## config.mk

```make
export PLATFORM = sky130hd
export DESIGN_NAME = mrbo_device_flat
export DESIGN_NICKNAME = d
export VERILOG_FILES = /design/src/mrbo_pkg.sv /design/src/mrbo_link_if.sv /design/src/mrbo_burst_seq.sv /design/src/mrbo_device.sv /design/src/flat_wrapper.sv
export SDC_FILE = /design/constraint.sdc
export NUM_CORES = 1
export LEC_CHECK = 0
export ABC_AREA = 1
export BUFFER_PORTS_ARGS = -buffer_cell sky130_fd_sc_hd__buf_2
export CAP_MARGIN = 10
export CORE_ASPECT_RATIO = 1.2
export CORE_MARGIN = 2
export CORE_UTILIZATION = 26
export DETAILED_ROUTE_END_ITERATION = 16
export SYNTH_ARGS = -nofsm -noshare
export SYNTH_HDL_FRONTEND = slang
export SYNTH_SLANG_ARGS = --single-unit
```

## constraint.sdc

```tcl
create_clock -name ref_clk -period 2.6 [get_ports ref_clk]
set_input_delay 0 -clock ref_clk [delete_from_list [all_inputs] [get_ports ref_clk]]
set_output_delay 0 -clock ref_clk [all_outputs]
set_load 0.05 [all_outputs]
```

## src/mrbo_pkg.sv

```systemverilog
// package: mode register map, feature fields, burst constants
package mrbo_pkg;
    // mode register addresses
    localparam logic [7:0] MA_DEVICE_INFORMATION = 8'h00;
    localparam logic [7:0] MA_BURST_FEATURE_CONFIG = 8'h01;
    localparam logic [7:0] MA_FEATURE2 = 8'h02;
    localparam logic [7:0] MA_IO_CONFIG = 8'h03;
    localparam logic [7:0] MA_BANK_MASK = 8'h10;
    localparam logic [7:0] MA_LAST_DEFINED = 8'h11;
    // device information bits
    localparam int DI_CLASS_BIT = 1;
    localparam int DI_INIT_BIT = 0;
    localparam logic DI_CLASS_SDRAM = 1'h0;
    // feature register field positions
    localparam int BLEN_LSB = 0;
    localparam int BTYPE_BIT = 3;
    localparam int WRAP_BIT = 4;
    localparam int WR_LSB = 5;
    // burst length codes
    localparam logic [2:0] BL_CODE_4 = 3'h2;
    localparam logic [2:0] BL_CODE_8 = 3'h3;
    localparam logic [2:0] BL_CODE_16 = 3'h4;
    // write recovery codes and count offset
    localparam logic [2:0] WR_CODE_MIN = 3'h1;
    localparam logic [2:0] WR_CODE_MAX = 3'h6;
    localparam logic [3:0] WR_COUNT_OFFSET = 4'h2;
    // reset value: wr 3, wrap, sequential, bl4
    localparam logic [7:0] FEATURE_RESET = 8'h22;
    // beat counts
    localparam logic [4:0] BEATS_4 = 5'h04;
    localparam logic [4:0] BEATS_8 = 5'h08;
    localparam logic [4:0] BEATS_16 = 5'h10;
    // read countdown loaded on a read command (data valid three cycles after the command)
    localparam logic [1:0] READ_DELAY = 2'h2;
    // write recovery time for the host, ns, and clock period in ns
    localparam int T_WR_NS = 15;
    localparam int T_CK_NS = 25;
    localparam logic [2:0] WR_HOST_CODE = 3'((T_WR_NS + T_CK_NS - 1)
        / T_CK_NS + 0) < 3'h3 ? WR_CODE_MIN :
        3'(((T_WR_NS + T_CK_NS - 1) / T_CK_NS) - 2);
    typedef enum logic [1:0] {
        MRBO_CMD_NONE,
        MRBO_CMD_READ,
        MRBO_CMD_WRITE
    } mrbo_cmd_t;
endpackage
```

## src/mrbo_link_if.sv

```systemverilog
// interface: command/address and data between host and device
interface mrbo_link_if;
    logic [1:0] cmd;       // mrbo_pkg::mrbo_cmd_t value
    logic [7:0] addr;      // mode register address
    logic [7:0] wdata;     // write operand
    logic [7:0] rdata;     // read answer
    logic rdata_valid;     // answer valid, one cycle
    logic strobe_toggle;   // data strobe activity on every read answer
    logic burst_req;       // column burst request
    logic [10:0] col;      // column address, bit 0 driven zero by the host
    logic auto_pre;        // auto precharge after any burst, read or write
    logic [3:0] beat_col;  // per-beat burst column address
    logic beat_valid;
    logic beat_last;
    logic burst_illegal;   // illegal combination flagged
    logic precharge_start; // internal precharge start pulse
    modport device (
        input cmd, addr, wdata, burst_req, col, auto_pre,
        output rdata, rdata_valid, strobe_toggle, beat_col, beat_valid,
        beat_last, burst_illegal, precharge_start
    );
    modport host (
        output cmd, addr, wdata, burst_req, col, auto_pre,
        input rdata, rdata_valid, strobe_toggle, beat_col, beat_valid,
        beat_last, burst_illegal, precharge_start
    );
endinterface

```

## src/mrbo_burst_seq.sv

```systemverilog
// burst column sequencer: start column to per-beat column order
module mrbo_burst_seq (
    input wire logic ref_clk,
    input wire logic rst,
    input wire logic start,
    input wire logic [3:0] start_col,
    input wire logic [2:0] blen_code,
    input wire logic interleaved,
    input wire logic no_wrap,
    output logic [3:0] beat_col,
    output logic beat_valid,
    output logic beat_last,
    output logic illegal
);
    logic [3:0] base_q, base_d;
    logic [4:0] cnt_q, cnt_d;
    logic [4:0] len_q, len_d;
    logic [3:0] mask_q, mask_d;
    logic inter_q, inter_d;
    logic nw_q, nw_d;
    logic act_q, act_d;
    logic [3:0] col_q, col_d;
    logic val_q, val_d;
    logic last_q, last_d;
    logic ill_q, ill_d;

    // column of one beat for the held mode
    function automatic logic [3:0] beat_addr(input logic [3:0] b,
        input logic [3:0] k, input logic [3:0] m, input logic i,
        input logic n);
        logic [3:0] s;
        s = 4'(b + k);
        if (n) begin
            beat_addr = s;
        end else if (i) begin
            beat_addr = (b & ~m) | ((b ^ k) & m);
        end else begin
            beat_addr = (b & ~m) | (s & m);
        end
    endfunction

    // next state of the sequencer
    always_comb begin
        base_d = base_q;
        len_d = len_q;
        mask_d = mask_q;
        inter_d = inter_q;
        nw_d = nw_q;
        cnt_d = cnt_q;
        act_d = act_q;
        ill_d = 1'b0;
        val_d = 1'b0;
        last_d = 1'b0;
        col_d = col_q;
        if (start) begin
            base_d = {start_col[3:1], 1'b0};
            inter_d = interleaved;
            nw_d = no_wrap;
            cnt_d = '0;
            act_d = 1'b1;
            unique case (blen_code)
                mrbo_pkg::BL_CODE_4: begin
                    len_d = mrbo_pkg::BEATS_4;
                    mask_d = 4'h3;
                end
                mrbo_pkg::BL_CODE_8: begin
                    len_d = mrbo_pkg::BEATS_8;
                    mask_d = 4'h7;
                    act_d = !no_wrap;
                end
                mrbo_pkg::BL_CODE_16: begin
                    len_d = mrbo_pkg::BEATS_16;
                    mask_d = 4'hf;
                    act_d = !no_wrap && !interleaved;
                end
                default: begin
                    len_d = mrbo_pkg::BEATS_4;
                    mask_d = 4'h3;
                    act_d = 1'b0;
                end
            endcase
            ill_d = !act_d;
        end else if (act_q) begin
            col_d = beat_addr(base_q, cnt_q[3:0], mask_q, inter_q, nw_q);
            val_d = 1'b1;
            last_d = (5'(cnt_q + 5'h01) == len_q);
            cnt_d = 5'(cnt_q + 5'h01);
            act_d = !last_d;
        end
    end

    // sequencer registers
    always_ff @(posedge ref_clk or posedge rst) begin
        if (rst) begin
            base_q <= '0;
            len_q <= mrbo_pkg::BEATS_4;
            mask_q <= 4'h3;
            inter_q <= 1'b0;
            nw_q <= 1'b0;
            cnt_q <= '0;
            act_q <= 1'b0;
            col_q <= '0;
            val_q <= 1'b0;
            last_q <= 1'b0;
            ill_q <= 1'b0;
        end else begin
            base_q <= base_d;
            len_q <= len_d;
            mask_q <= mask_d;
            inter_q <= inter_d;
            nw_q <= nw_d;
            cnt_q <= cnt_d;
            act_q <= act_d;
            col_q <= col_d;
            val_q <= val_d;
            last_q <= last_d;
            ill_q <= ill_d;
        end
    end

    assign beat_col = col_q;
    assign beat_valid = val_q;
    assign beat_last = last_q;
    assign illegal = ill_q;
endmodule

```

## src/mrbo_device.sv

```systemverilog
// device end: mode registers, read answers, burst order, precharge
//
// Contract
// - host reads with read, changes with write
// - host writes reserved bits as zero
// - reserved bits of implemented registers read zero
// - reserved/write-only reads: undefined data, strobe toggles
// - host never writes wholly reserved registers
// - writes to read-only registers are ignored
// - device info: class bit 0, init status
// - burst length codes 4, 8, 16 only
// - burst type bit: sequential or interleaved
// - host avoids length 16 interleaved
// - no wrap only with length 4
// - write recovery codes 1..6 give 3..8
// - precharge starts after write recovery count
// - length 4 wraps modulo 4
// - length 8 sequential or xor interleave
// - length 16 sequential modulo 16
// - lowest column bit forced zero
// - no wrap length 4 counts upward
// - host avoids forbidden no-wrap column sequences
module mrbo_device (
    input wire logic ref_clk,
    input wire logic rst,
    mrbo_link_if.device link,
    input wire logic auto_init_busy,
    output logic [7:0] feature_cfg,
    output logic [3:0] wr_count
);
    logic [7:0] feat_q, feat_d;
    logic [7:0] rdata_q, rdata_d;
    logic [7:0] rpipe_q, rpipe_d;
    logic [1:0] rdly_q, rdly_d;
    logic rval_q, rval_d;
    logic tog_q, tog_d;
    logic init_s1_q, init_s2_q;
    logic [3:0] wr_q, wr_d;
    logic [3:0] pc_cnt_q, pc_cnt_d;
    logic pc_arm_q, pc_arm_d;
    logic pc_q, pc_d;
    logic wr_burst_q, wr_burst_d;
    logic [3:0] seq_col;
    logic seq_valid;
    logic seq_last;
    logic seq_ill;

    // code to write recovery clock count
    function automatic logic [3:0] wr_clocks(input logic [2:0] code);
        wr_clocks = 4'({1'b0, code} + mrbo_pkg::WR_COUNT_OFFSET);
    endfunction

    // auto-init status level from outside, two flops
    always_ff @(posedge ref_clk or posedge rst) begin
        if (rst) begin
            init_s1_q <= 1'b1;
            init_s2_q <= 1'b1;
        end else begin
            init_s1_q <= auto_init_busy;
            init_s2_q <= init_s1_q;
        end
    end

    // mode register write and read answer
    always_comb begin
        feat_d = feat_q;
        rpipe_d = rpipe_q;
        rdly_d = rdly_q;
        rdata_d = rdata_q;
        rval_d = 1'b0;
        tog_d = 1'b0;
        wr_d = wr_q;
        if (link.cmd == 2'(mrbo_pkg::MRBO_CMD_WRITE)) begin
            if (link.addr == mrbo_pkg::MA_BURST_FEATURE_CONFIG) begin
                feat_d = link.wdata;
                if (link.wdata[mrbo_pkg::WR_LSB +: 3] >= mrbo_pkg::WR_CODE_MIN
                    && link.wdata[mrbo_pkg::WR_LSB +: 3]
                    <= mrbo_pkg::WR_CODE_MAX) begin
                    wr_d = wr_clocks(link.wdata[mrbo_pkg::WR_LSB +: 3]);
                end
            end
            // other addresses, incl. read-only info, ignored
        end
        if (link.cmd == 2'(mrbo_pkg::MRBO_CMD_READ)) begin
            rdly_d = mrbo_pkg::READ_DELAY;
            if (link.addr == mrbo_pkg::MA_DEVICE_INFORMATION) begin
                rpipe_d = '0;
                rpipe_d[mrbo_pkg::DI_CLASS_BIT] = mrbo_pkg::DI_CLASS_SDRAM;
                rpipe_d[mrbo_pkg::DI_INIT_BIT] = init_s2_q;
            end else begin
                rpipe_d = feat_q ^ {link.addr[3:0], link.addr[7:4]};
            end
        end else if (rdly_q != 2'h0) begin
            rdly_d = 2'(rdly_q - 2'h1);
            if (rdly_q == 2'h1) begin
                rdata_d = rpipe_q;
                rval_d = 1'b1;
                tog_d = 1'b1;
            end
        end
    end

    // any burst with auto precharge: count write recovery clocks
    always_comb begin
        pc_cnt_d = pc_cnt_q;
        pc_arm_d = pc_arm_q;
        pc_d = 1'b0;
        wr_burst_d = wr_burst_q;
        if (link.burst_req) begin
            wr_burst_d = link.auto_pre;
        end
        if (seq_valid && seq_last && wr_burst_q) begin
            pc_arm_d = 1'b1;
            pc_cnt_d = wr_q;
            wr_burst_d = 1'b0;
        end else if (pc_arm_q) begin
            pc_cnt_d = 4'(pc_cnt_q - 4'h1);
            if (pc_cnt_q == 4'h1) begin
                pc_arm_d = 1'b0;
                pc_d = 1'b1;
            end
        end
    end

    // device registers
    always_ff @(posedge ref_clk or posedge rst) begin
        if (rst) begin
            feat_q <= mrbo_pkg::FEATURE_RESET;
            wr_q <= 4'h3;
            rpipe_q <= '0;
            rdly_q <= '0;
            rdata_q <= '0;
            rval_q <= 1'b0;
            tog_q <= 1'b0;
            pc_cnt_q <= '0;
            pc_arm_q <= 1'b0;
            pc_q <= 1'b0;
            wr_burst_q <= 1'b0;
        end else begin
            feat_q <= feat_d;
            wr_q <= wr_d;
            rpipe_q <= rpipe_d;
            rdly_q <= rdly_d;
            rdata_q <= rdata_d;
            rval_q <= rval_d;
            tog_q <= tog_d;
            pc_cnt_q <= pc_cnt_d;
            pc_arm_q <= pc_arm_d;
            pc_q <= pc_d;
            wr_burst_q <= wr_burst_d;
        end
    end

    // column order engine
    mrbo_burst_seq u_seq (
        .ref_clk(ref_clk),
        .rst(rst),
        .start(link.burst_req),
        .start_col(link.col[3:0]),
        .blen_code(feat_q[mrbo_pkg::BLEN_LSB +: 3]),
        .interleaved(feat_q[mrbo_pkg::BTYPE_BIT]),
        .no_wrap(feat_q[mrbo_pkg::WRAP_BIT]),
        .beat_col(seq_col),
        .beat_valid(seq_valid),
        .beat_last(seq_last),
        .illegal(seq_ill)
    );

    assign link.rdata = rdata_q;
    assign link.rdata_valid = rval_q;
    assign link.strobe_toggle = tog_q;
    assign link.beat_col = seq_col;
    assign link.beat_valid = seq_valid;
    assign link.beat_last = seq_last;
    assign link.burst_illegal = seq_ill;
    assign link.precharge_start = pc_q;
    assign feature_cfg = feat_q;
    assign wr_count = wr_q;
endmodule

```

## src/flat_wrapper.sv

```systemverilog
// flat-port wrapper written by rule: the top's interface ports become plain ports
module mrbo_device_flat 
  (ref_clk, rst, auto_init_busy, feature_cfg, wr_count, link_cmd, link_addr, link_wdata, link_burst_req, link_col, link_auto_pre, link_rdata, link_rdata_valid, link_strobe_toggle, link_beat_col, link_beat_valid, link_beat_last, link_burst_illegal, link_precharge_start);
  mrbo_link_if link_i ();
  input wire logic ref_clk;
  input wire logic rst;
  input wire logic auto_init_busy;
  output logic [7:0] feature_cfg;
  output logic [3:0] wr_count;
  input wire logic [$bits(link_i.cmd)-1:0] link_cmd;
  input wire logic [$bits(link_i.addr)-1:0] link_addr;
  input wire logic [$bits(link_i.wdata)-1:0] link_wdata;
  input wire logic [$bits(link_i.burst_req)-1:0] link_burst_req;
  input wire logic [$bits(link_i.col)-1:0] link_col;
  input wire logic [$bits(link_i.auto_pre)-1:0] link_auto_pre;
  output wire logic [$bits(link_i.rdata)-1:0] link_rdata;
  output wire logic [$bits(link_i.rdata_valid)-1:0] link_rdata_valid;
  output wire logic [$bits(link_i.strobe_toggle)-1:0] link_strobe_toggle;
  output wire logic [$bits(link_i.beat_col)-1:0] link_beat_col;
  output wire logic [$bits(link_i.beat_valid)-1:0] link_beat_valid;
  output wire logic [$bits(link_i.beat_last)-1:0] link_beat_last;
  output wire logic [$bits(link_i.burst_illegal)-1:0] link_burst_illegal;
  output wire logic [$bits(link_i.precharge_start)-1:0] link_precharge_start;
  assign link_i.cmd = link_cmd;
  assign link_i.addr = link_addr;
  assign link_i.wdata = link_wdata;
  assign link_i.burst_req = link_burst_req;
  assign link_i.col = link_col;
  assign link_i.auto_pre = link_auto_pre;
  assign link_rdata = link_i.rdata;
  assign link_rdata_valid = link_i.rdata_valid;
  assign link_strobe_toggle = link_i.strobe_toggle;
  assign link_beat_col = link_i.beat_col;
  assign link_beat_valid = link_i.beat_valid;
  assign link_beat_last = link_i.beat_last;
  assign link_burst_illegal = link_i.burst_illegal;
  assign link_precharge_start = link_i.precharge_start;
  mrbo_device u_core (.ref_clk(ref_clk), .rst(rst), .link(link_i), .auto_init_busy(auto_init_busy), .feature_cfg(feature_cfg), .wr_count(wr_count));
endmodule
```

# Word level (Yosys, flattened, before mapping)
# Cells that the tools add are included.
# Widths: inputs -> output; s select.
[word_totals]
regBits = 67
in_bits = 34
out_inout_bits = 30
elab_cells = 98
[op_classes]
n_addsub = 5
magnitude_cmp = 2
eq_ne = 9
mux = 31
n_bitwise = 10
reduce_logical = 18
[op_table]
columns = ["operator", "count"]
rows = [
  ["$mux 1", 19],
  ["$mux 4", 4],
  ["$and 4x4->4", 3],
  ["$mux 5", 2],
  ["$pmux 5 s2", 1],
  ["$reduce_bool 2->1", 5],
  ["$eq 8x1->1 const B", 1],
  ["$logic_not 8->1", 1],
  ["$mux 8", 1],
  ["$or 4x4->4", 2],
  ["$pmux 4 s2", 1],
  ["$xor 8x8->8", 1],
  ["$eq 3x2->1 const B", 2],
  ["$reduce_and 3->1", 2],
  ["$add 5x1->5 const B", 1],
  ["$eq 5x5->1", 1],
  ["$add 3x2->4 const B", 1],
  ["$add 4x4->4", 1],
  ["$eq 2x1->1 const B", 2],
  ["$eq 4x1->1 const B", 1],
  ["$logic_and 1x1->1", 4],
  ["$logic_not 1->1", 4],
  ["$mux 2", 2],
  ["$not 4->4", 1],
  ["10 further kinds", 12],
]

# Longest topological paths before layout
[depth]
ltp_word = 6
ltp_mapped = 9
mapped_depth_nobuf = 9

# By module
# A second synthesis with hierarchy kept.
[unflattened]
cells_unflattened = 358
hier_area_um2 = 3072.9
[modules_own_cells]
columns = ["mod", "n_inst", "cells_each", "area_each_um2", "seq_area_each_um2"]
rows = [
  ["mrbo_device", 1, 216, 1935.6, 1008.5],
  ["mrbo_burst_seq", 1, 142, 1137.3, 551.8],
]

# Worst setup path before layout
# OpenSTA, ideal clock, no wires.
[synth_timing]
path_type = "reg-to-reg"
start = "register u_core.u_seq.cnt_q[1]"
end = "register u_core.u_seq.col_q[3], in the netlist u_core.u_seq.beat_col[3]"
t_arrival_ns = 1.368
setup_slack_ns = 1.114
stages_incl_launch_ff = 9
n_path_buf = 0
path_cell_list = "dfrtp_1 > ha_1 > fa_1 > nand3_1 > nand3_1 > nand2_1 > nand2_1 > nand2_1 > nand2_1"
[synth_between]
elab_chain_cells = 5
[synth_lines]
columns = ["item", "line_no", "source"]
rows = [
  ["from (decl)", "mrbo_burst_seq.sv:16", "logic [4:0] cnt_q, cnt_d;"],
  ["from (signal assigned)", "mrbo_burst_seq.sv:112", "cnt_q <= cnt_d;"],
  ["$add 4x4->4 *", "mrbo_burst_seq.sv:32", "s = 4'(b + k);"],
  ["$and 4x4->4", "mrbo_burst_seq.sv:38", "beat_addr = (b & ~m) | (s & m);"],
  ["$or 4x4->4", "mrbo_burst_seq.sv:38", ""],
  ["$mux 4", "mrbo_burst_seq.sv:35", "end else if (i) begin"],
  ["$mux 4 *", "mrbo_burst_seq.sv:33", "if (n) begin"],
  ["to (signal assigned)", "mrbo_burst_seq.sv:114", "col_q <= col_d;"],
  ["to (decl)", "mrbo_burst_seq.sv:22", "logic [3:0] col_q, col_d;"],
]
# Mark *: on every way between the ends. The rest lies on a longest branch, timed or not.
# A chain may end at the register's enable or synchronous reset.

# Worst setup path in the final report
# Same ends and word-level chain as after synthesis.

==> key figures <==
Synth
  • Post-synthesis instance area: ~3000 sq um
  • Number of distinct library cells after synthesis: 34
  • Sequential area share after synthesis: 0.5123
  • Post-Syn Instances: between 300 and 400
  • Syn nets: around 400
  • #FFs+latches synth: 62
  • Avg Synthesized Cell Area: 8.776 sq um
  • Number of synthesized flops with an enable pin: 0
  • Yosys warnings: 0
  • Post-synth top flop: dfrtp_1
  • Async SR Flop Fraction: 1.000

Pwr
  • Switch Pwr: 1072 uW
  • Worst VDD drop: around 340 uV
  • Internal: between 2000 and 2500 uW
  • Clk pwr share: 0.375
  • Switching Share: 0.3389
  • Sequential share of power: 0.375
  • Standby leakage power: between 0.0015 and 0.002 uW
  • Comb power frac: 0.251
  • PwrDens: between 800 and 900 nW/um^2

Worst setup path
  • WP data required: 2.87 ns
  • Worst-case reg-to-reg path depth: 9
  • Reg-to-Reg Start: u_core.u_seq.cnt_q[1]$_DFFE_PP0P_
  • Worst-path fanout max: 5
  • Cell mode on critical path: nand2_1
  • CP Class: flip-flop to flip-flop
  • Reg2Reg Setup Slack: about 1 ns
  • CP Launch Point: u_core.u_seq.cnt_q[1]$_DFFE_PP0P_
  • Crit-path slowest cell: fa_1
  • Nature of the critical path endpoint: flip-flop
  • Worst setup path endpoint: u_core.u_seq.beat_col[3]$_DFFE_PP0P_
  • Crit-path cells: ha_1 -> fa_1 -> inv_1 -> nand3_1 -> nand3_1 -> nand2_1 -> nand2_1 -> nand2_1 -> nand2_1
  • Critical path startpoint category: flip-flop
  • Worst Path Arrival: around 1.9 ns
  • RR Endpoint: u_core.u_seq.beat_col[3]$_DFFE_PP0P_
  • Worst path max stage delay: between 0.4 and 0.5 ns

Layout
  • Reg area: 1560 sq um
  • Area Overhead vs Synth: 28.72%
  • Multi-input logic area: 1235 sq um
  • Most common cell after layout, fill and taps aside: nand2_1
  • Final nets: 465
  • Fillers: between 1,000 and 1,500
  • Layout cell share with drive strength beyond 1: 0.2559
  • Commonest cells after routing, fill and taps aside: nand2_1 (90), buf_2 (55), dfrtp_1 (55), inv_1 (43), nand3_1 (29)
  • # diodes: 0
  • Fin area: between 3000 and 4000 sq um

GRT
  • Initial antenna violation count: 0
  • Global route overflow: 0
  • Largest net degree at the start of global routing: 32
  • First-pass GRT wire length: about 12 mm
  • Total global-route track usage: 0.1280
  • Vias in the first global route: about 2,600

STA
  • Unrepaired setup endpoints after global routing: no
  • Final setup TNS: 0 ns
  • FMAX: just over 600 MHz
  • Max Slew Vio Count: 0
  • Slew @ Worst Pin: about 0.66 ns
  • Final hold vios: 0
  • Finish-stage setup viols: 0
  • Headroom to the max-slew limit: 0.5615
  • Fin crit share: 0.6221
  • Fin Clk Skew: ~0.0055 ns
  • Fin crit period: approximately 1.6 ns

Clocking
  • Total CTS buffers: 9
  • Clock-pin slew on the worst setup and hold paths: about 0.050 ns
  • Clk buf depth: 2
  • H-tree lvl count: 3
  • Sink Count: just over 60
  • Clk_lat worst skew: around 0.33 ns
  • CTS root buf: clkbuf_16
  • Post_cts resized: 0
  • CTS tree: built

Floorplan
  • Die width: 102.8 um
  • DIE HEIGHT: about 120 um
  • Core area: about 12,000 sq um
  • Die area: 12,600 sq um
  • Num rows: 43
  • Initial Util: 0.2645
  • I/O pin count: 64

Placed design
  • Dpl cell area: between 3000 and 4000 sq um
  • Final estimated routing congestion in global placement: ~0.86
  • Post-DP HPWL: approximately 5.4 mm
  • IO buf count: 55

Worst hold path
  • Hold WC Path Type: input pin to flip-flop
  • Hold depth: 3

Detailed routing
  • DRT Pass-1 Iters: 4
  • Post-Route WL: slightly above 7 mm
  • Via count: about 2,600
  • Routed len/inst: 12.43 um
  • Drt initial violations: around 130
  • Final ANT Viol Nets: 0
  • Vias per inst: ~4.4
  • Drt drc: 0

Outcome
  • Status: finished clean

Run
  • Maximum Capacitance Violations: 0
[cells by family after synthesis]
family,share of synthesized area
flip-flops,0.5123
XOR/XNOR,0.01151
buffers and inverters,0.08217
AO/OA/AOI/OAI,0.1126
adder cells (fa/ha/maj),0.04355
AND/OR/NAND/NOR,0.2379
[critical path: cells and delay by family, from the launching register on]
kind / cells / cell delay [ns]
adder cells (fa/ha/maj): 2 / 0.66
buffers and inverters: 1 / 0.06
AND/OR/NAND/NOR: 6 / 0.40
flip-flops: 1 / 0.42
[Yosys cell counts, types with 2 or more instances]
library cell / n / share of area
nand2_2: 3 / 0.0062
xor2_1: 3 / 0.0086
nand3_1: 29 / 0.048
buf_4: 3 / 0.0074
o21ai_2: 10 / 0.029
nand4_1: 10 / 0.021
buf_6: 2 / 0.0074
nand3b_1: 2 / 0.0049
dfrtp_1: 55 / 0.45
o22ai_1: 8 / 0.016
nand2_1: 90 / 0.11
inv_1: 44 / 0.054
buf_2: 2 / 0.0033
dfstp_2: 7 / 0.060
nand2_4: 2 / 0.0074
clkbuf_1: 2 / 0.0025
inv_2: 6 / 0.0074
nor3_1: 3 / 0.0049
o211ai_1: 2 / 0.0049
o21ai_0: 18 / 0.030
nor2_1: 11 / 0.014
nor2_2: 3 / 0.0062
a21oi_1: 13 / 0.021
ha_1: 9 / 0.037
[sequential cells by signal, summed over array words and instances, names as in the netlist, 2 cells and up]
| name | count |
|---|---|
| u_core.feature_cfg | 8 |
| u_core.link.rdata | 8 |
| u_core.rpipe_q | 8 |
| u_core.u_seq.cnt_q | 5 |
| u_core.pc_cnt_q | 4 |
| u_core.u_seq.beat_col | 4 |
| u_core.wr_count | 4 |
| u_core.u_seq.base_q | 3 |
| u_core.u_seq.len_q | 3 |
| u_core.rdly_q | 2 |
[routing by layer]
layer | routed length (um) | global-route usage
met2 | 3567 | 0.2104
met5 | 0 | 0
met4 | 168 | 0.05757
met1 | 3190 | 0.1588
met3 | 321 | 0.03018
[cell type report]
cell class                      count  area share
Timing Repair Buffer               72      0.1124
Tap cell                          157     0.05011
Sequential cell                    62      0.3980
Multi-Input combinational cell    226      0.3150
Inverter                           50     0.04788
Clock inverter                      6     0.01564
Clock buffer                       10     0.06096
[power by group through the flow]
stage	Sequential [uW]	Clock, uW	Combinational [uW]
final	1180	1190	793
after CTS	1190	1210	806
after floorplan	1450	0	357
after detailed placement	1200	0	787
after global routing	1200	1270	875
after global placement	1200	0	765
[worst min path at each step]
| stage | startpoint | endpoint |
|---|---|---|
| floorplan | auto_init_busy | u_core.init_s1_q$_DFF_PP1_ |
| global placement | auto_init_busy | u_core.init_s1_q$_DFF_PP1_ |
| detailed placement | auto_init_busy | u_core.init_s1_q$_DFF_PP1_ |
| CTS | link_addr[5] | u_core.rpipe_q[1]$_DFFE_PP0P_ |
| global route | link_addr[3] | u_core.rpipe_q[7]$_DFFE_PP0P_ |
| finish | link_wdata[6] | u_core.feature_cfg[6]$_DFFE_PP0P_ |
[repair_timing]
| action | in CTS | in global routing |
|---|---|---|
| hold endpoints to repair | 41 | 0 |
| hold buffers | 15 | 0 |
| buffers inserted | 0 | 0 |
[per-stage QoR]
stage	setup slack [ns]	utilization	std cells	total power, uW	hold WS [ns]
floorplan	1.070	-	347	1802	0.004478
global placement	1.041	0.3013	552	1960	0.1062
detailed placement	0.9849	0.3013	552	1989	0.1132
CTS	0.9739	0.3405	583	3205	0.005445
global route	0.8747	0.3405	583	3343	0.03736
finish	0.9826	0.3405	583	3163	0.01198
Power figures use the tool's default switching activity.
